===== src/inc/wake_pkg.sv =====
// Shared constants and types for the wake-up event controller and its host.
package wake_pkg;
   // ****************************************************************
   // Timing
   // ****************************************************************
   localparam int CLK_MHZ      = 250;
   localparam int WAKE_MAX_US  = 10000;
   localparam int WAKE_MAX_CYC = WAKE_MAX_US * CLK_MHZ;
   localparam int PULSE_NS     = 1000;
   localparam int PULSE_CYC    = PULSE_NS * CLK_MHZ / 1000;
   localparam logic [7:0] UNIT_LAST = 8'hff;  // 256 ticks per unit.
   // ****************************************************************
   // Wake source bits and event register
   // ****************************************************************
   localparam int SRC_TIMEOUT = 0;
   localparam int SRC_TAG     = 1;
   localparam int SRC_PIN     = 3;
   localparam int SRC_SS      = 4;
   localparam logic [7:0] WAKE_EVENT_ADDR = 8'h62;
   localparam logic [4:0] MAX_BURST_LO    = 5'h01;
   localparam logic [4:0] MAX_BURST_HI    = 5'h1e;
   localparam logic [7:0] CAL_HI_START    = 8'hfe;
   localparam logic [7:0] GUARD           = 8'h08;
   // ****************************************************************
   // Host register map
   // ****************************************************************
   localparam logic [4:0] REG_CTRL   = 5'h00;
   localparam logic [4:0] REG_SRC    = 5'h04;
   localparam logic [4:0] REG_TIME   = 5'h08;
   localparam logic [4:0] REG_DET    = 5'h0c;
   localparam logic [4:0] REG_STATUS = 5'h10;
   localparam int CTRL_IDLE = 0;
   localparam int CTRL_WAKE = 1;
   localparam int CTRL_SS   = 2;
   localparam int CTRL_CAL  = 3;

   typedef struct packed {
      logic [7:0] src;
      logic       hib;
      logic [7:0] gap;
      logic [7:0] osc;
      logic [7:0] dac;
      logic [7:0] lo;
      logic [7:0] hi;
      logic [7:0] swings;
      logic [7:0] max_burst;
   } idle_cmd_t;
endpackage


===== src/inc/wake_if.sv =====
// Link between the wake-up controller and its host.
`timescale 1ns/1ps
`default_nettype none
interface wake_if;
   import wake_pkg::*;
   logic       wake_n;
   logic       ss_n;
   logic       lfo_clk;
   logic       idle_valid;
   logic       idle_ready;
   logic       dev_ready;
   idle_cmd_t  idle_cmd;
   logic [7:0] rd_addr;
   logic [7:0] rd_data;
   modport dev (input wake_n, ss_n, lfo_clk, idle_valid, idle_cmd,
      rd_addr, output idle_ready, dev_ready, rd_data);
   modport host (output wake_n, ss_n, idle_valid, idle_cmd, rd_addr,
      input idle_ready, dev_ready, rd_data, lfo_clk);
endinterface
`default_nettype wire


===== src/logic/wake_host.sv =====
// Host end: AXI4-Lite registers that drive the wake pins and idle orders.
//
// The register offsets and the AXI4-Lite interface to the registers are this design's own decisions.
`timescale 1ns/1ps
`default_nettype none
module wake_host
   import wake_pkg::*;
#(
   parameter int unsigned WAKE_WAIT = WAKE_MAX_CYC
)(
   // Clock and reset
   input  wire logic        aclk,
   input  wire logic        aresetn,
   // AXI4-Lite slave
   input  wire logic [4:0]  awaddr,
   input  wire logic        awvalid,
   output logic             awready,
   input  wire logic [31:0] wdata,
   input  wire logic [3:0]  wstrb,
   input  wire logic        wvalid,
   output logic             wready,
   output logic [1:0]       bresp,
   output logic             bvalid,
   input  wire logic        bready,
   input  wire logic [4:0]  araddr,
   input  wire logic        arvalid,
   output logic             arready,
   output logic [31:0]      rdata,
   output logic [1:0]       rresp,
   output logic             rvalid,
   input  wire logic        rready,
   // Link to the device
   wake_if.host             lnk
);
   // ****************************************************************
   // State
   // ****************************************************************
   typedef enum logic [2:0] {H_OFF, H_PULSE, H_SETTLE, H_READY, H_AWAY}
      hstate_t;

   typedef struct packed {
      hstate_t    st;
      logic       aw_got;
      logic       w_got;
      logic [4:0] awa;
      logic [31:0] wd;
      logic [3:0] ws;
      logic       bv;
      logic [1:0] br;
      logic       rv;
      logic [1:0] rr;
      logic [31:0] rd;
      logic [8:0] src;
      logic [31:0] tim;
      logic [23:0] det;
      logic [21:0] cnt;
      logic [2:0] rdy;
      logic [7:0] ev;
      logic       evv;
      logic       boot;
      logic       hib;
      logic       cal;
      logic       go;
      logic [7:0] cal_hi;
      logic [7:0] ref_v;
      logic       wake_n;
      logic       ss_n;
      logic       ivalid;
      idle_cmd_t  cmd;
   } host_t;

   host_t q;
   host_t d;
   logic  [31:0] merged;

   // Applies the byte enables of a write to an old word.
   function automatic logic [31:0] merge(input logic [31:0] o,
      input logic [31:0] n, input logic [3:0] s);
      logic [31:0] r;
      r = o;
      for (int i = 0; i < 4; i++) begin
         if (s[i]) begin
            r[8*i +: 8] = n[8*i +: 8];
         end
      end
      return r;
   endfunction

   // ****************************************************************
   // Next state
   // ****************************************************************
   always_comb begin
      d = q;
      d.rdy = {q.rdy[1:0], lnk.dev_ready};
      merged = 32'h0;
      if (awvalid && awready) begin
         d.aw_got = 1'b1;
         d.awa = awaddr;
      end
      if (wvalid && wready) begin
         d.w_got = 1'b1;
         d.wd = wdata;
         d.ws = wstrb;
      end
      if (q.bv && bready) begin
         d.bv = 1'b0;
      end
      if (q.rv && rready) begin
         d.rv = 1'b0;
      end
      // Register writes; control bits act only in a fitting state.
      if (q.aw_got && q.w_got && !q.bv) begin
         d.aw_got = 1'b0;
         d.w_got = 1'b0;
         d.bv = 1'b1;
         d.br = 2'b00;
         unique case (q.awa)
            REG_CTRL: begin
               if (q.ws[0] && q.wd[CTRL_WAKE] && q.st != H_PULSE) begin
                  d.st = H_PULSE;
                  d.boot = (q.st == H_OFF);
                  d.cnt = 22'd0;
                  d.wake_n = 1'b0;
               end else if (q.ws[0] && q.wd[CTRL_SS] && q.st == H_AWAY)
                     begin
                  d.st = H_PULSE;
                  d.boot = 1'b0;
                  d.cnt = 22'd0;
                  d.ss_n = 1'b0;
               end else if (q.ws[0] && q.st == H_READY) begin
                  d.go = q.wd[CTRL_IDLE] | q.wd[CTRL_CAL];
                  d.cal = q.wd[CTRL_CAL];
                  d.cal_hi = CAL_HI_START;
               end
            end
            REG_SRC: begin
               merged = merge({23'h0, q.src}, q.wd, q.ws);
               d.src = merged[8:0];
            end
            REG_TIME: d.tim = merge(q.tim, q.wd, q.ws);
            REG_DET: begin
               merged = merge({8'h00, q.det}, q.wd, q.ws);
               d.det = merged[23:0];
            end
            default: d.br = 2'b10;
         endcase
      end
      if (arvalid && arready) begin
         d.rv = 1'b1;
         d.rr = 2'b00;
         unique case (araddr)
            REG_SRC: d.rd = {23'h0, q.src};
            REG_TIME: d.rd = q.tim;
            REG_DET: d.rd = {8'h00, q.det};
            REG_STATUS: d.rd = {8'h00, q.ref_v, q.ev, 5'h0, q.evv,
               q.cal, q.st == H_READY};
            default: begin
               d.rd = 32'h0;
               d.rr = (araddr == REG_CTRL) ? 2'b00 : 2'b10;
            end
         endcase
      end

      // Link sequencing.
      unique case (q.st)
         H_OFF: ;
         H_PULSE: begin
            d.cnt = q.cnt + 22'd1;
            if (q.cnt == 22'(PULSE_CYC - 1)) begin
               d.wake_n = 1'b1;
               d.ss_n = 1'b1;
               d.cnt = 22'd0;
               d.st = q.boot ? H_SETTLE : H_AWAY;
            end
         end
         H_SETTLE: begin
            d.cnt = q.cnt + 22'd1;
            if (q.cnt == 22'(WAKE_WAIT - 1)) begin
               d.st = H_READY;
               d.evv = 1'b0;
               d.hib = 1'b0;
            end
         end
         H_READY: begin
            if (q.go && !q.ivalid) begin
               d.ivalid = 1'b1;
               // Same gap, osc and dac fields for calibration and detection.
               d.cmd.gap = q.tim[7:0];
               d.cmd.osc = q.tim[15:8];
               d.cmd.dac = q.tim[23:16];
               d.cmd.lo = q.det[7:0];
               d.cmd.hi = q.det[15:8];
               d.cmd.swings = q.det[23:16];
               d.cmd.hib = q.src[8];
               d.cmd.src = q.src[7:0];
               d.cmd.src[SRC_PIN] = q.src[SRC_PIN] | ~q.src[SRC_SS];
               d.cmd.max_burst = {3'b000, q.tim[28:24]};
               if (q.tim[28:24] < MAX_BURST_LO) begin
                  d.cmd.max_burst = {3'b000, MAX_BURST_LO};
               end else if (q.tim[28:24] > MAX_BURST_HI) begin
                  d.cmd.max_burst = {3'b000, MAX_BURST_HI};
               end
               if (q.cal) begin
                  d.cmd.lo = 8'h00;
                  d.cmd.hi = q.cal_hi;
                  d.cmd.hib = 1'b0;
                  d.cmd.max_burst = {3'b000, MAX_BURST_LO};
                  d.cmd.src = 8'h0b;
               end
            end else if (q.ivalid && lnk.idle_ready) begin
               d.ivalid = 1'b0;
               d.go = 1'b0;
               d.hib = q.cmd.hib;
               d.st = H_AWAY;
            end
         end
         H_AWAY: begin
            // The event byte is sampled two cycles after the device reports ready.
            if (q.rdy[1] && !q.rdy[2]) begin
               d.st = H_READY;
               d.ev = lnk.rd_data;
               d.evv = !q.hib;
               if (q.cal) begin
                  if (lnk.rd_data[SRC_TAG]) begin
                     d.cal = 1'b0;
                     d.ref_v = q.cal_hi;
                     d.det[7:0] = q.cal_hi - GUARD;
                     d.det[15:8] = q.cal_hi + GUARD;
                  end else if (q.cal_hi == 8'h00) begin
                     d.cal = 1'b0;
                  end else begin
                     d.cal_hi = q.cal_hi - 8'd1;
                     d.go = 1'b1;
                  end
               end
            end
         end
      endcase
   end

   // ****************************************************************
   // Registers and outputs
   // ****************************************************************
   always_ff @(posedge aclk) begin
      if (!aresetn) begin
         q <= '0;
         q.wake_n <= 1'b1;
         q.ss_n <= 1'b1;
         q.src <= 9'h008;
      end else begin
         q <= d;
      end
   end

   assign awready = !q.aw_got && !q.bv;
   assign wready = !q.w_got && !q.bv;
   assign bvalid = q.bv;
   assign bresp = q.br;
   assign arready = !q.rv;
   assign rvalid = q.rv;
   assign rdata = q.rd;
   assign rresp = q.rr;
   assign lnk.wake_n = q.wake_n;
   assign lnk.ss_n = q.ss_n;
   assign lnk.idle_valid = q.ivalid;
   assign lnk.idle_cmd = q.cmd;
   assign lnk.rd_addr = WAKE_EVENT_ADDR;
endmodule
`default_nettype wire


===== src/flat_wrapper.sv =====
// flat-port wrapper written by rule: the top's interface ports become plain ports
module wake_host_flat import wake_pkg::*;
#(
   parameter int unsigned WAKE_WAIT = WAKE_MAX_CYC
)
  (aclk, aresetn, awaddr, awvalid, awready, wdata, wstrb, wvalid, wready, bresp, bvalid, bready, araddr, arvalid, arready, rdata, rresp, rvalid, rready, lnk_wake_n, lnk_ss_n, lnk_idle_valid, lnk_idle_cmd, lnk_rd_addr, lnk_idle_ready, lnk_dev_ready, lnk_rd_data, lnk_lfo_clk);
  wake_if lnk_i ();
  input  wire logic aclk;
  input  wire logic aresetn;
  input  wire logic [4:0] awaddr;
  input  wire logic awvalid;
  output logic awready;
  input  wire logic [31:0] wdata;
  input  wire logic [3:0] wstrb;
  input  wire logic wvalid;
  output logic wready;
  output logic [1:0] bresp;
  output logic bvalid;
  input  wire logic bready;
  input  wire logic [4:0] araddr;
  input  wire logic arvalid;
  output logic arready;
  output logic [31:0] rdata;
  output logic [1:0] rresp;
  output logic rvalid;
  input  wire logic rready;
  output wire logic [$bits(lnk_i.wake_n)-1:0] lnk_wake_n;
  output wire logic [$bits(lnk_i.ss_n)-1:0] lnk_ss_n;
  output wire logic [$bits(lnk_i.idle_valid)-1:0] lnk_idle_valid;
  output wire logic [$bits(lnk_i.idle_cmd)-1:0] lnk_idle_cmd;
  output wire logic [$bits(lnk_i.rd_addr)-1:0] lnk_rd_addr;
  input wire logic [$bits(lnk_i.idle_ready)-1:0] lnk_idle_ready;
  input wire logic [$bits(lnk_i.dev_ready)-1:0] lnk_dev_ready;
  input wire logic [$bits(lnk_i.rd_data)-1:0] lnk_rd_data;
  input wire logic [$bits(lnk_i.lfo_clk)-1:0] lnk_lfo_clk;
  assign lnk_wake_n = lnk_i.wake_n;
  assign lnk_ss_n = lnk_i.ss_n;
  assign lnk_idle_valid = lnk_i.idle_valid;
  assign lnk_idle_cmd = lnk_i.idle_cmd;
  assign lnk_rd_addr = lnk_i.rd_addr;
  assign lnk_i.idle_ready = lnk_idle_ready;
  assign lnk_i.dev_ready = lnk_dev_ready;
  assign lnk_i.rd_data = lnk_rd_data;
  assign lnk_i.lfo_clk = lnk_lfo_clk;
  wake_host #(.WAKE_WAIT(WAKE_WAIT)) u_core (.aclk(aclk), .aresetn(aresetn), .awaddr(awaddr), .awvalid(awvalid), .awready(awready), .wdata(wdata), .wstrb(wstrb), .wvalid(wvalid), .wready(wready), .bresp(bresp), .bvalid(bvalid), .bready(bready), .araddr(araddr), .arvalid(arvalid), .arready(arready), .rdata(rdata), .rresp(rresp), .rvalid(rvalid), .rready(rready), .lnk(lnk_i));
endmodule

===== config.mk =====
export PLATFORM = sky130hd
export DESIGN_NAME = wake_host_flat
export DESIGN_NICKNAME = d
export VERILOG_FILES = /design/src/inc/wake_pkg.sv /design/src/inc/wake_if.sv /design/src/logic/wake_host.sv /design/src/flat_wrapper.sv
export SDC_FILE = /design/constraint.sdc
export NUM_CORES = 1
export LEC_CHECK = 0
export BUFFER_PORTS_ARGS = -buffer_cell sky130_fd_sc_hd__buf_2
export CORE_ASPECT_RATIO = 1.75
export CORE_MARGIN = 2
export CORE_UTILIZATION = 55
export CTS_CLUSTER_SIZE = 14
export DETAILED_ROUTE_END_ITERATION = 7
export GPL_TIMING_DRIVEN = 1
export PLACE_DENSITY = 0.75
export SLEW_MARGIN = 30
export SYNTH_ARGS = -nofsm -noshare
export SYNTH_HDL_FRONTEND = slang
export SYNTH_SLANG_ARGS = --single-unit

===== constraint.sdc =====
create_clock -name aclk -period 2.8 [get_ports aclk]
set_input_delay 0.42 -clock aclk [delete_from_list [all_inputs] [get_ports aclk]]
set_output_delay 0.42 -clock aclk [all_outputs]
set_load 0.005 [all_outputs]

==> flow_metrics.tcl, run 1 <==
set metrics [dict create \
    end_kind "flop" \
    crit_fanout 22 \
    cts_tree "yes" \
    finalCritPeriodShare 0.7895 \
    hold_viol_final 0 \
    layout_common_cells "271 x nand2_1, 266 x dfxtp_1, 199 x a21oi_1, 166 x buf_2, 86 x nor2_1" \
    ioPinCount 181 \
    placed_cells 1697 \
    grt.total_usage 0.2702 \
    worst_pin_slew_ns 0.9140 \
    cp-start-kind "flop" \
    routed_wl_um 31540 \
    post_route_cells_drive_above_1_share 0.1863 \
    drt-initial-drc-count 726 \
    crit_end "u_core.q[117]$_SDFFE_PN0P_" \
    synth.avg_cell_area_um2 8.231 \
    htree_levels 1 \
    dieWidth_um 114.9 \
    r2r-start "u_core.q[265]$_SDFFE_PN0P_" \
    powerDensity_nw_per_um2 565.0 \
    cp_slowest_cell "or4_4" \
    status "finished clean" \
    leakagePower_nw 5.038 \
    async_flop_share 0 \
    grt_pass1_wl_um 48780 \
    core_um2 21320 \
    use_met2 0.4924 \
    syn_inst 1437 \
    multi_input_area_um2 5279 \
    cts_buffers 23 \
    cts_num_sinks 266 \
    synth_edf_count 0 \
    cp.required_ns 3.25 \
    hold_path_class "in2reg" \
    ff_latch_area_um2 5325 \
    cp_cell_sequence "nor4_4, nand3_2, o21a_1, buf_6, or4_4, a21oi_2" \
    synth-seq-cells 266 \
    period_needed_ns 2.211 \
    synth.top_cell.area_share 0.4502 \
    clkTransAtPathRegs_ns 0.06 \
    ctsHoldBuffers 0 \
    dp_hpwl_um 22770 \
    r2r_end "u_core.q[117]$_SDFFE_PN0P_" \
    num_rows 71 \
    clk_path_buf_depth 3 \
    startpoint "u_core.q[265]$_SDFFE_PN0P_" \
    max-slew-margin-rel 0.3892 \
    synth_area_leaders "dfxtp_1 45%, nand2_1 8.6%, a21oi_1 8.4%" \
    fillers 1964 \
    first_pass_iters 7 \
    worst_path_largest_cell_delay_ns 0.52 \
    ff2ff_setup_slack_ns 0.59 \
    finClkSkew_ns 0.01311 \
    busiest_layer "met2" \
    r2r_cells 6 \
    grt_max_degree 79 \
    syn-cell-area_um2 11830 \
    critPathArrivalTime_ns 2.66 \
    route.detailed.drc 0 \
    dieArea_um2 22740 \
    setup_viol 0 \
    syn2layout_area_growth_pct 7.997 \
    gp_congestion 0.9454 \
    gr-usage-met3 0.03796 \
    start_util 0.5548 \
    ys_types 68 \
    fp.dieH_um 198.0 \
    clk_latency_ns 0.51 \
    vias 10100 \
    detail-route-antenna-nets 0 \
    num_antenna_cells 0 \
    peakVddDrop_mv 0.3815 \
    clock.fmax_ghz 0.4524 \
    antenna_found_initial 0 \
    first_global_vias 9174 \
    vias_per_cell 5.834 \
    rsz0062_at_grt "false" \
    post-route-util 0.5991 \
    cts_root_buf "clkbuf_16" \
    synth_top_area_cell "dfxtp_1" \
    power.total_w 0.007217 \
    seq_area_frac_synth 0.4502 \
    final_common_cell "nand2_1" \
    slew_violations 0 \
    cts_resized 0 \
    post_drt_wl_per_cell_um 18.22 \
    final_cells 1731 \
    cap_violations 0 \
    numPortBuffers 166 \
    use_met1 0.3074 \
    ys.flop_type "dfxtp_1" \
    post_cts_buffers 0 \
    hp-start "rready" \
    yosysWarnings 0 \
    crit_type "reg2reg" \
    grt.overflow.total 0 \
    nets 1536 \
    tns_ns 0 \
]
[critical path, delay by kind of cell, from the launching register on]
kind	cells	cell delay, ns
simple gates	3	1.04
compound gates	2	0.50
flops	1	0.35
buf+inv	1	0.24
[worst min path at each step]
stage	cells past startpoint	slack (ns)	endpoint
floorplan	1	0.41	u_core.d[99]$_SDFF_PN0_
global placement	1	0.42	u_core.d[99]$_SDFF_PN0_
detailed placement	1	0.42	u_core.d[99]$_SDFF_PN0_
CTS	2	0.08	u_core.rvalid$_SDFFE_PN0P_
global route	2	0.09	u_core.rvalid$_SDFFE_PN0P_
finish	2	0.09	u_core.rvalid$_SDFFE_PN0P_
[routing by layer]
metal / part of all wire / routed length [µm] / vias up
li1: - / - / 4881
met1: 0.37 / 11690 / 4838
met2: 0.53 / 16670 / 308
met3: 0.055 / 1720 / 71
met4: 0.046 / 1461 / 0
met5: 0 / 0 / -
[synthesized netlist by cell type (all sizes together) (13+ instances only)]
| cell | instances |
|---|---|
| nand3 | 79 |
| mux2i | 46 |
| dfxtp | 266 |
| nand2 | 271 |
| buf | 130 |
| nor3 | 30 |
| clkbuf | 78 |
| a21oi | 202 |
| a221oi | 15 |
| mux2 | 25 |
| o31ai | 13 |
| and2 | 13 |
| inv | 15 |
| o21ai | 26 |
| nor2 | 87 |
[through the flow]
| stage | instance area (µm²) | setup WS (ns) | hold WS (ns) |
|---|---|---|---|
| 5_1_grt | 12770 | 0.4438 | 0.09484 |
| 6_report | 12770 | 0.5895 | 0.08775 |
| 4_1_cts | 12770 | 0.5976 | 0.08230 |
| 2_1_floorplan | 11870 | 0.7691 | 0.4119 |
| 3_5_place_dp | 12130 | 0.6267 | 0.4217 |
| 3_3_place_gp | 12120 | 0.5143 | 0.4178 |
[registers in the layout (all words and copies together), names as in the netlist]
signal,cells
u_core.bvalid,1
u_core.q,163
u_core.lnk.idle_cmd,62
u_core.lnk.idle_valid,1
u_core.d,2
u_core.rdata,32
u_core.rresp,1
u_core.rvalid,1
u_core.bresp,1
u_core.lnk.ss_n,1
u_core.lnk.wake_n,1
[where the power goes]
group / switching (W) / internal (W)
clock network: 0.00133 / 0.00155
registers: 0.0000664 / 0.00385
logic: 0.000271 / 0.000147
[area by class of cell]
type | count | share of cell area
Sequential cell | 266 | 0.4169
Multi-Input combinational cell | 958 | 0.4133
Timing Repair Buffer | 202 | 0.08943
Clock buffer | 32 | 0.04927
Tap cell | 255 | 0.02498
Inverter | 16 | 0.005094
Clock inverter | 2 | 0.001077
[cell families (layout without fill, tap and decap cells)]
logic type | Yosys count | after routing | synth area share
buffers and inverters | 224 | 252 | 0.1080
flip-flops | 266 | 266 | 0.4502
AO/OA/AOI/OAI | 305 | 305 | 0.1492
XOR/XNOR | 9 | 9 | 0.006665
multiplexers | 71 | 71 | 0.06273
AND/OR/NAND/NOR | 555 | 555 | 0.2173
adder cells (fa/ha/maj) | 5 | 5 | 0.005289
other | 2 | 13 | 0.0006350
Note: power is estimated with default switching activity, not from simulation.
==> run 2, diff against run 1 <==
--- a/config.mk
+++ b/config.mk
@@ -8,11 +8,11 @@
 export BUFFER_PORTS_ARGS = -buffer_cell sky130_fd_sc_hd__buf_2
 export CORE_ASPECT_RATIO = 1.75
 export CORE_MARGIN = 2
-export CORE_UTILIZATION = 55
+export CORE_UTILIZATION = 51
 export CTS_CLUSTER_SIZE = 14
 export DETAILED_ROUTE_END_ITERATION = 7
 export GPL_TIMING_DRIVEN = 1
-export PLACE_DENSITY = 0.75
+export PLACE_DENSITY = 0.73
 export SLEW_MARGIN = 30
 export SYNTH_ARGS = -nofsm -noshare
 export SYNTH_HDL_FRONTEND = slang
==> constraint.sdc (replaced) <==
create_clock -name aclk -period 1.84 [get_ports aclk]
set_input_delay 0.276 -clock aclk [delete_from_list [all_inputs] [get_ports aclk]]
set_output_delay 0.276 -clock aclk [all_outputs]
set_load 0.005 [all_outputs]
==> run 2 against run 1 <==
Largest power group unchanged. The flow now finishes with violations (setup timing). Global-route usage is 0.13 points higher. Clock power rose by 68%. Final cell count grew 9.9%. Worst setup slack worse by 0.68 ns.
==> flow_metrics.tcl, run 2 (synthesized netlist as in run 1, its figures left out) <==
set metrics [dict create \
    status "finished, violations left" \
    violations "setup timing" \
    hp-start "lnk_rd_data[5]" \
    pwr-share-comb 0.069 \
    post_drt_wl_per_cell_um 18.46 \
    placed_cells 1826 \
    hold_viol_final 0 \
    cp-start-kind "flop" \
    switchingPower_w 0.002693 \
    cts_num_sinks 266 \
    slew_violations 0 \
    crit_fanout 8 \
    detail-route-antenna-nets 0 \
    cts_root_buf "clkbuf_16" \
    worst_path_largest_cell_delay_ns 0.48 \
    postLayoutSetupSlackWorst_ns -0.08618 \
    final_cells 1902 \
    vias_per_cell 5.635 \
    syn2layout_area_growth_pct 20.73 \
    post-place-ws_ns -0.08120 \
    grt_pass1_wl_um 53190 \
    clk_latency_ns 0.52 \
    routed_wl_um 35110 \
    crit_buf_inv 2 \
    layout_common_cells "270 x nand2_1, 257 x dfxtp_1, 191 x a21oi_1, 166 x buf_2, 110 x buf_4" \
    regMostFlops "u_core.q" \
    grt.overflow.total 0 \
    cp.required_ns 2.24 \
    cp_slowest_cell "dfxtp_1" \
    power_frac_clock 0.417 \
    critPathArrivalTime_ns 2.33 \
    swShare 0.2328 \
    largest_reg_flops 163 \
    r2r_end "u_core.q[121]$_SDFFE_PN0P_" \
    start_util 0.5201 \
    peakVddDrop_mv 0.7318 \
    antenna_found_initial 0 \
    dieArea_um2 24470 \
    core_um2 22740 \
    dp_hpwl_um 25030 \
    first_pass_iters 7 \
    ioPinCount 181 \
    finClkSkew_ns 0.01815 \
    num_rows 73 \
    powerDensity_nw_per_um2 810.2 \
    fp.dieH_um 205.5 \
    hold_end "u_core.q[94]$_SDFFE_PN0P_" \
    dieWidth_um 119.1 \
    grt_max_degree 45 \
    setup_viol 23 \
    whs_path_depth 3 \
    cp_cell_sequence "nand4bb_4, o211a_1, o21a_4, buf_16, o31ai_4, buf_6, a21oi_1" \
    final_common_cell "nand2_1" \
    finalInstanceArea_um2 14280 \
    fillers 1929 \
    cap_violations 0 \
    cts_tree "yes" \
    ff2ff_setup_slack_ns -0.09 \
    post_route_cells_drive_above_1_share 0.2609 \
    finalCritPeriodShare 1.047 \
    crit_type "reg2reg" \
    route.detailed.drc 0 \
    r2r-start "u_core.q[231]$_SDFFE_PN0P_" \
    hold_path_class "in2reg" \
    cts_buffers 24 \
    drt-initial-drc-count 771 \
    htree_levels 1 \
    gp_congestion 0.9275 \
    tns_ns -1.630 \
    grt.total_usage 0.2714 \
    end_kind "flop" \
    use_met1 0.2944 \
    gr-usage-met3 0.03742 \
    leakagePower_nw 5.786 \
    numPortBuffers 166 \
    period_needed_ns 1.926 \
    power_frac_seq 0.514 \
    busiest_layer "met2" \
    clkTransAtPathRegs_ns 0.07 \
    vias 10720 \
    rsz0062_at_grt "true" \
    r2r_cells 7 \
    num_antenna_cells 0 \
    dpl-instance-area_um2 12910 \
    power.total_w 0.01157 \
    path_delay_family "compound AO/OA/AOI/OAI gates" \
    clk_path_buf_depth 3 \
    p_int_w 0.008876 \
    use_met2 0.5086 \
    nets 1657 \
    first_global_vias 10210 \
    clock.fmax_ghz 0.5192 \
]
-- run 2: cell count changes in the layout (fill, tap and decap cells not counted), moves of 4 or more --
cell and delta:
a21oi_2 +8, buf_6 +7, buf_4 +78, a211oi_1 -4
a211oi_2 +4, a21oi_1 -8, dfxtp_1 -9, dfxtp_2 +7
buf_12 +10, dlygate4sd3_1 +21
-- run 2: worst max path at each step --
stage	end	startpoint	depth (start not counted)
floorplan	u_core.q[83]$_SDFF_PN0_	u_core.q[270]$_SDFF_PN0_	8
global placement	u_core.q[120]$_SDFFE_PN0P_	u_core.q[265]$_SDFFE_PN0P_	6
detailed placement	u_core.q[109]$_SDFFE_PN0P_	u_core.q[265]$_SDFFE_PN0P_	6
CTS	u_core.q[115]$_SDFFE_PN0P_	u_core.q[263]$_SDFFE_PN0P_	6
global route	u_core.q[112]$_SDFFE_PN0P_	u_core.q[265]$_SDFFE_PN0P_	7
finish	u_core.q[121]$_SDFFE_PN0P_	u_core.q[231]$_SDFFE_PN0P_	7
-- run 2: timing repair --
item	in CTS	in global routing
buffers inserted	1	10
endpoints found under the hold margin	21	0
resized for setup	20	41
endpoints found under the setup margin	79	84
gates cloned	2	2
pin swaps	31	10
hold buffers	21	0
-- run 2: through the flow --
step | utilization | hold WS (ns)
3_5_place_dp | 0.5678 | 0.4225
3_3_place_gp | 0.5678 | 0.4233
5_1_grt | 0.6279 | 0.007456
4_1_cts | 0.6157 | 0.001142
6_report | 0.6279 | 0.001914
2_1_floorplan | - | 0.3750
-- run 2: power by group through the flow --
stage / Clock, W / Combinational [W] / Sequential, W
2_1_floorplan: 0 / 0.000439 / 0.00604
3_3_place_gp: 0 / 0.000719 / 0.00607
3_5_place_dp: 0 / 0.000730 / 0.00607
4_1_cts: 0.00487 / 0.000773 / 0.00594
5_1_grt: 0.00509 / 0.000858 / 0.00595
6_report: 0.00483 / 0.000797 / 0.00594
-- run 2: area by class of cell --
cell class / count / area (µm²) / area share
multi-input cells: 958 / 5443 / 0.3811
inverters: 16 / 65.06 / 0.004556
flip-flops and latches: 266 / 5341 / 0.3740
clock buffers: 38 / 724.4 / 0.05073
well taps: 300 / 375.4 / 0.02629
repair buffers: 322 / 2317 / 0.1623
clock inverters: 2 / 13.76 / 0.0009638
-- run 2: per-layer routing --
metal / share of wire / wire length, µm / vias up
li1: - / - / 5128
met4: 0.055 / 1947 / 0
met5: 0 / 0 / -
met1: 0.36 / 12660 / 5082
met3: 0.054 / 1911 / 109
met2: 0.53 / 18590 / 399
-- run 2: worst min-delay path, stage by stage --
cell,delay [ns]
buf_2,0.10
nand2_1,0.05
a21oi_1,0.05
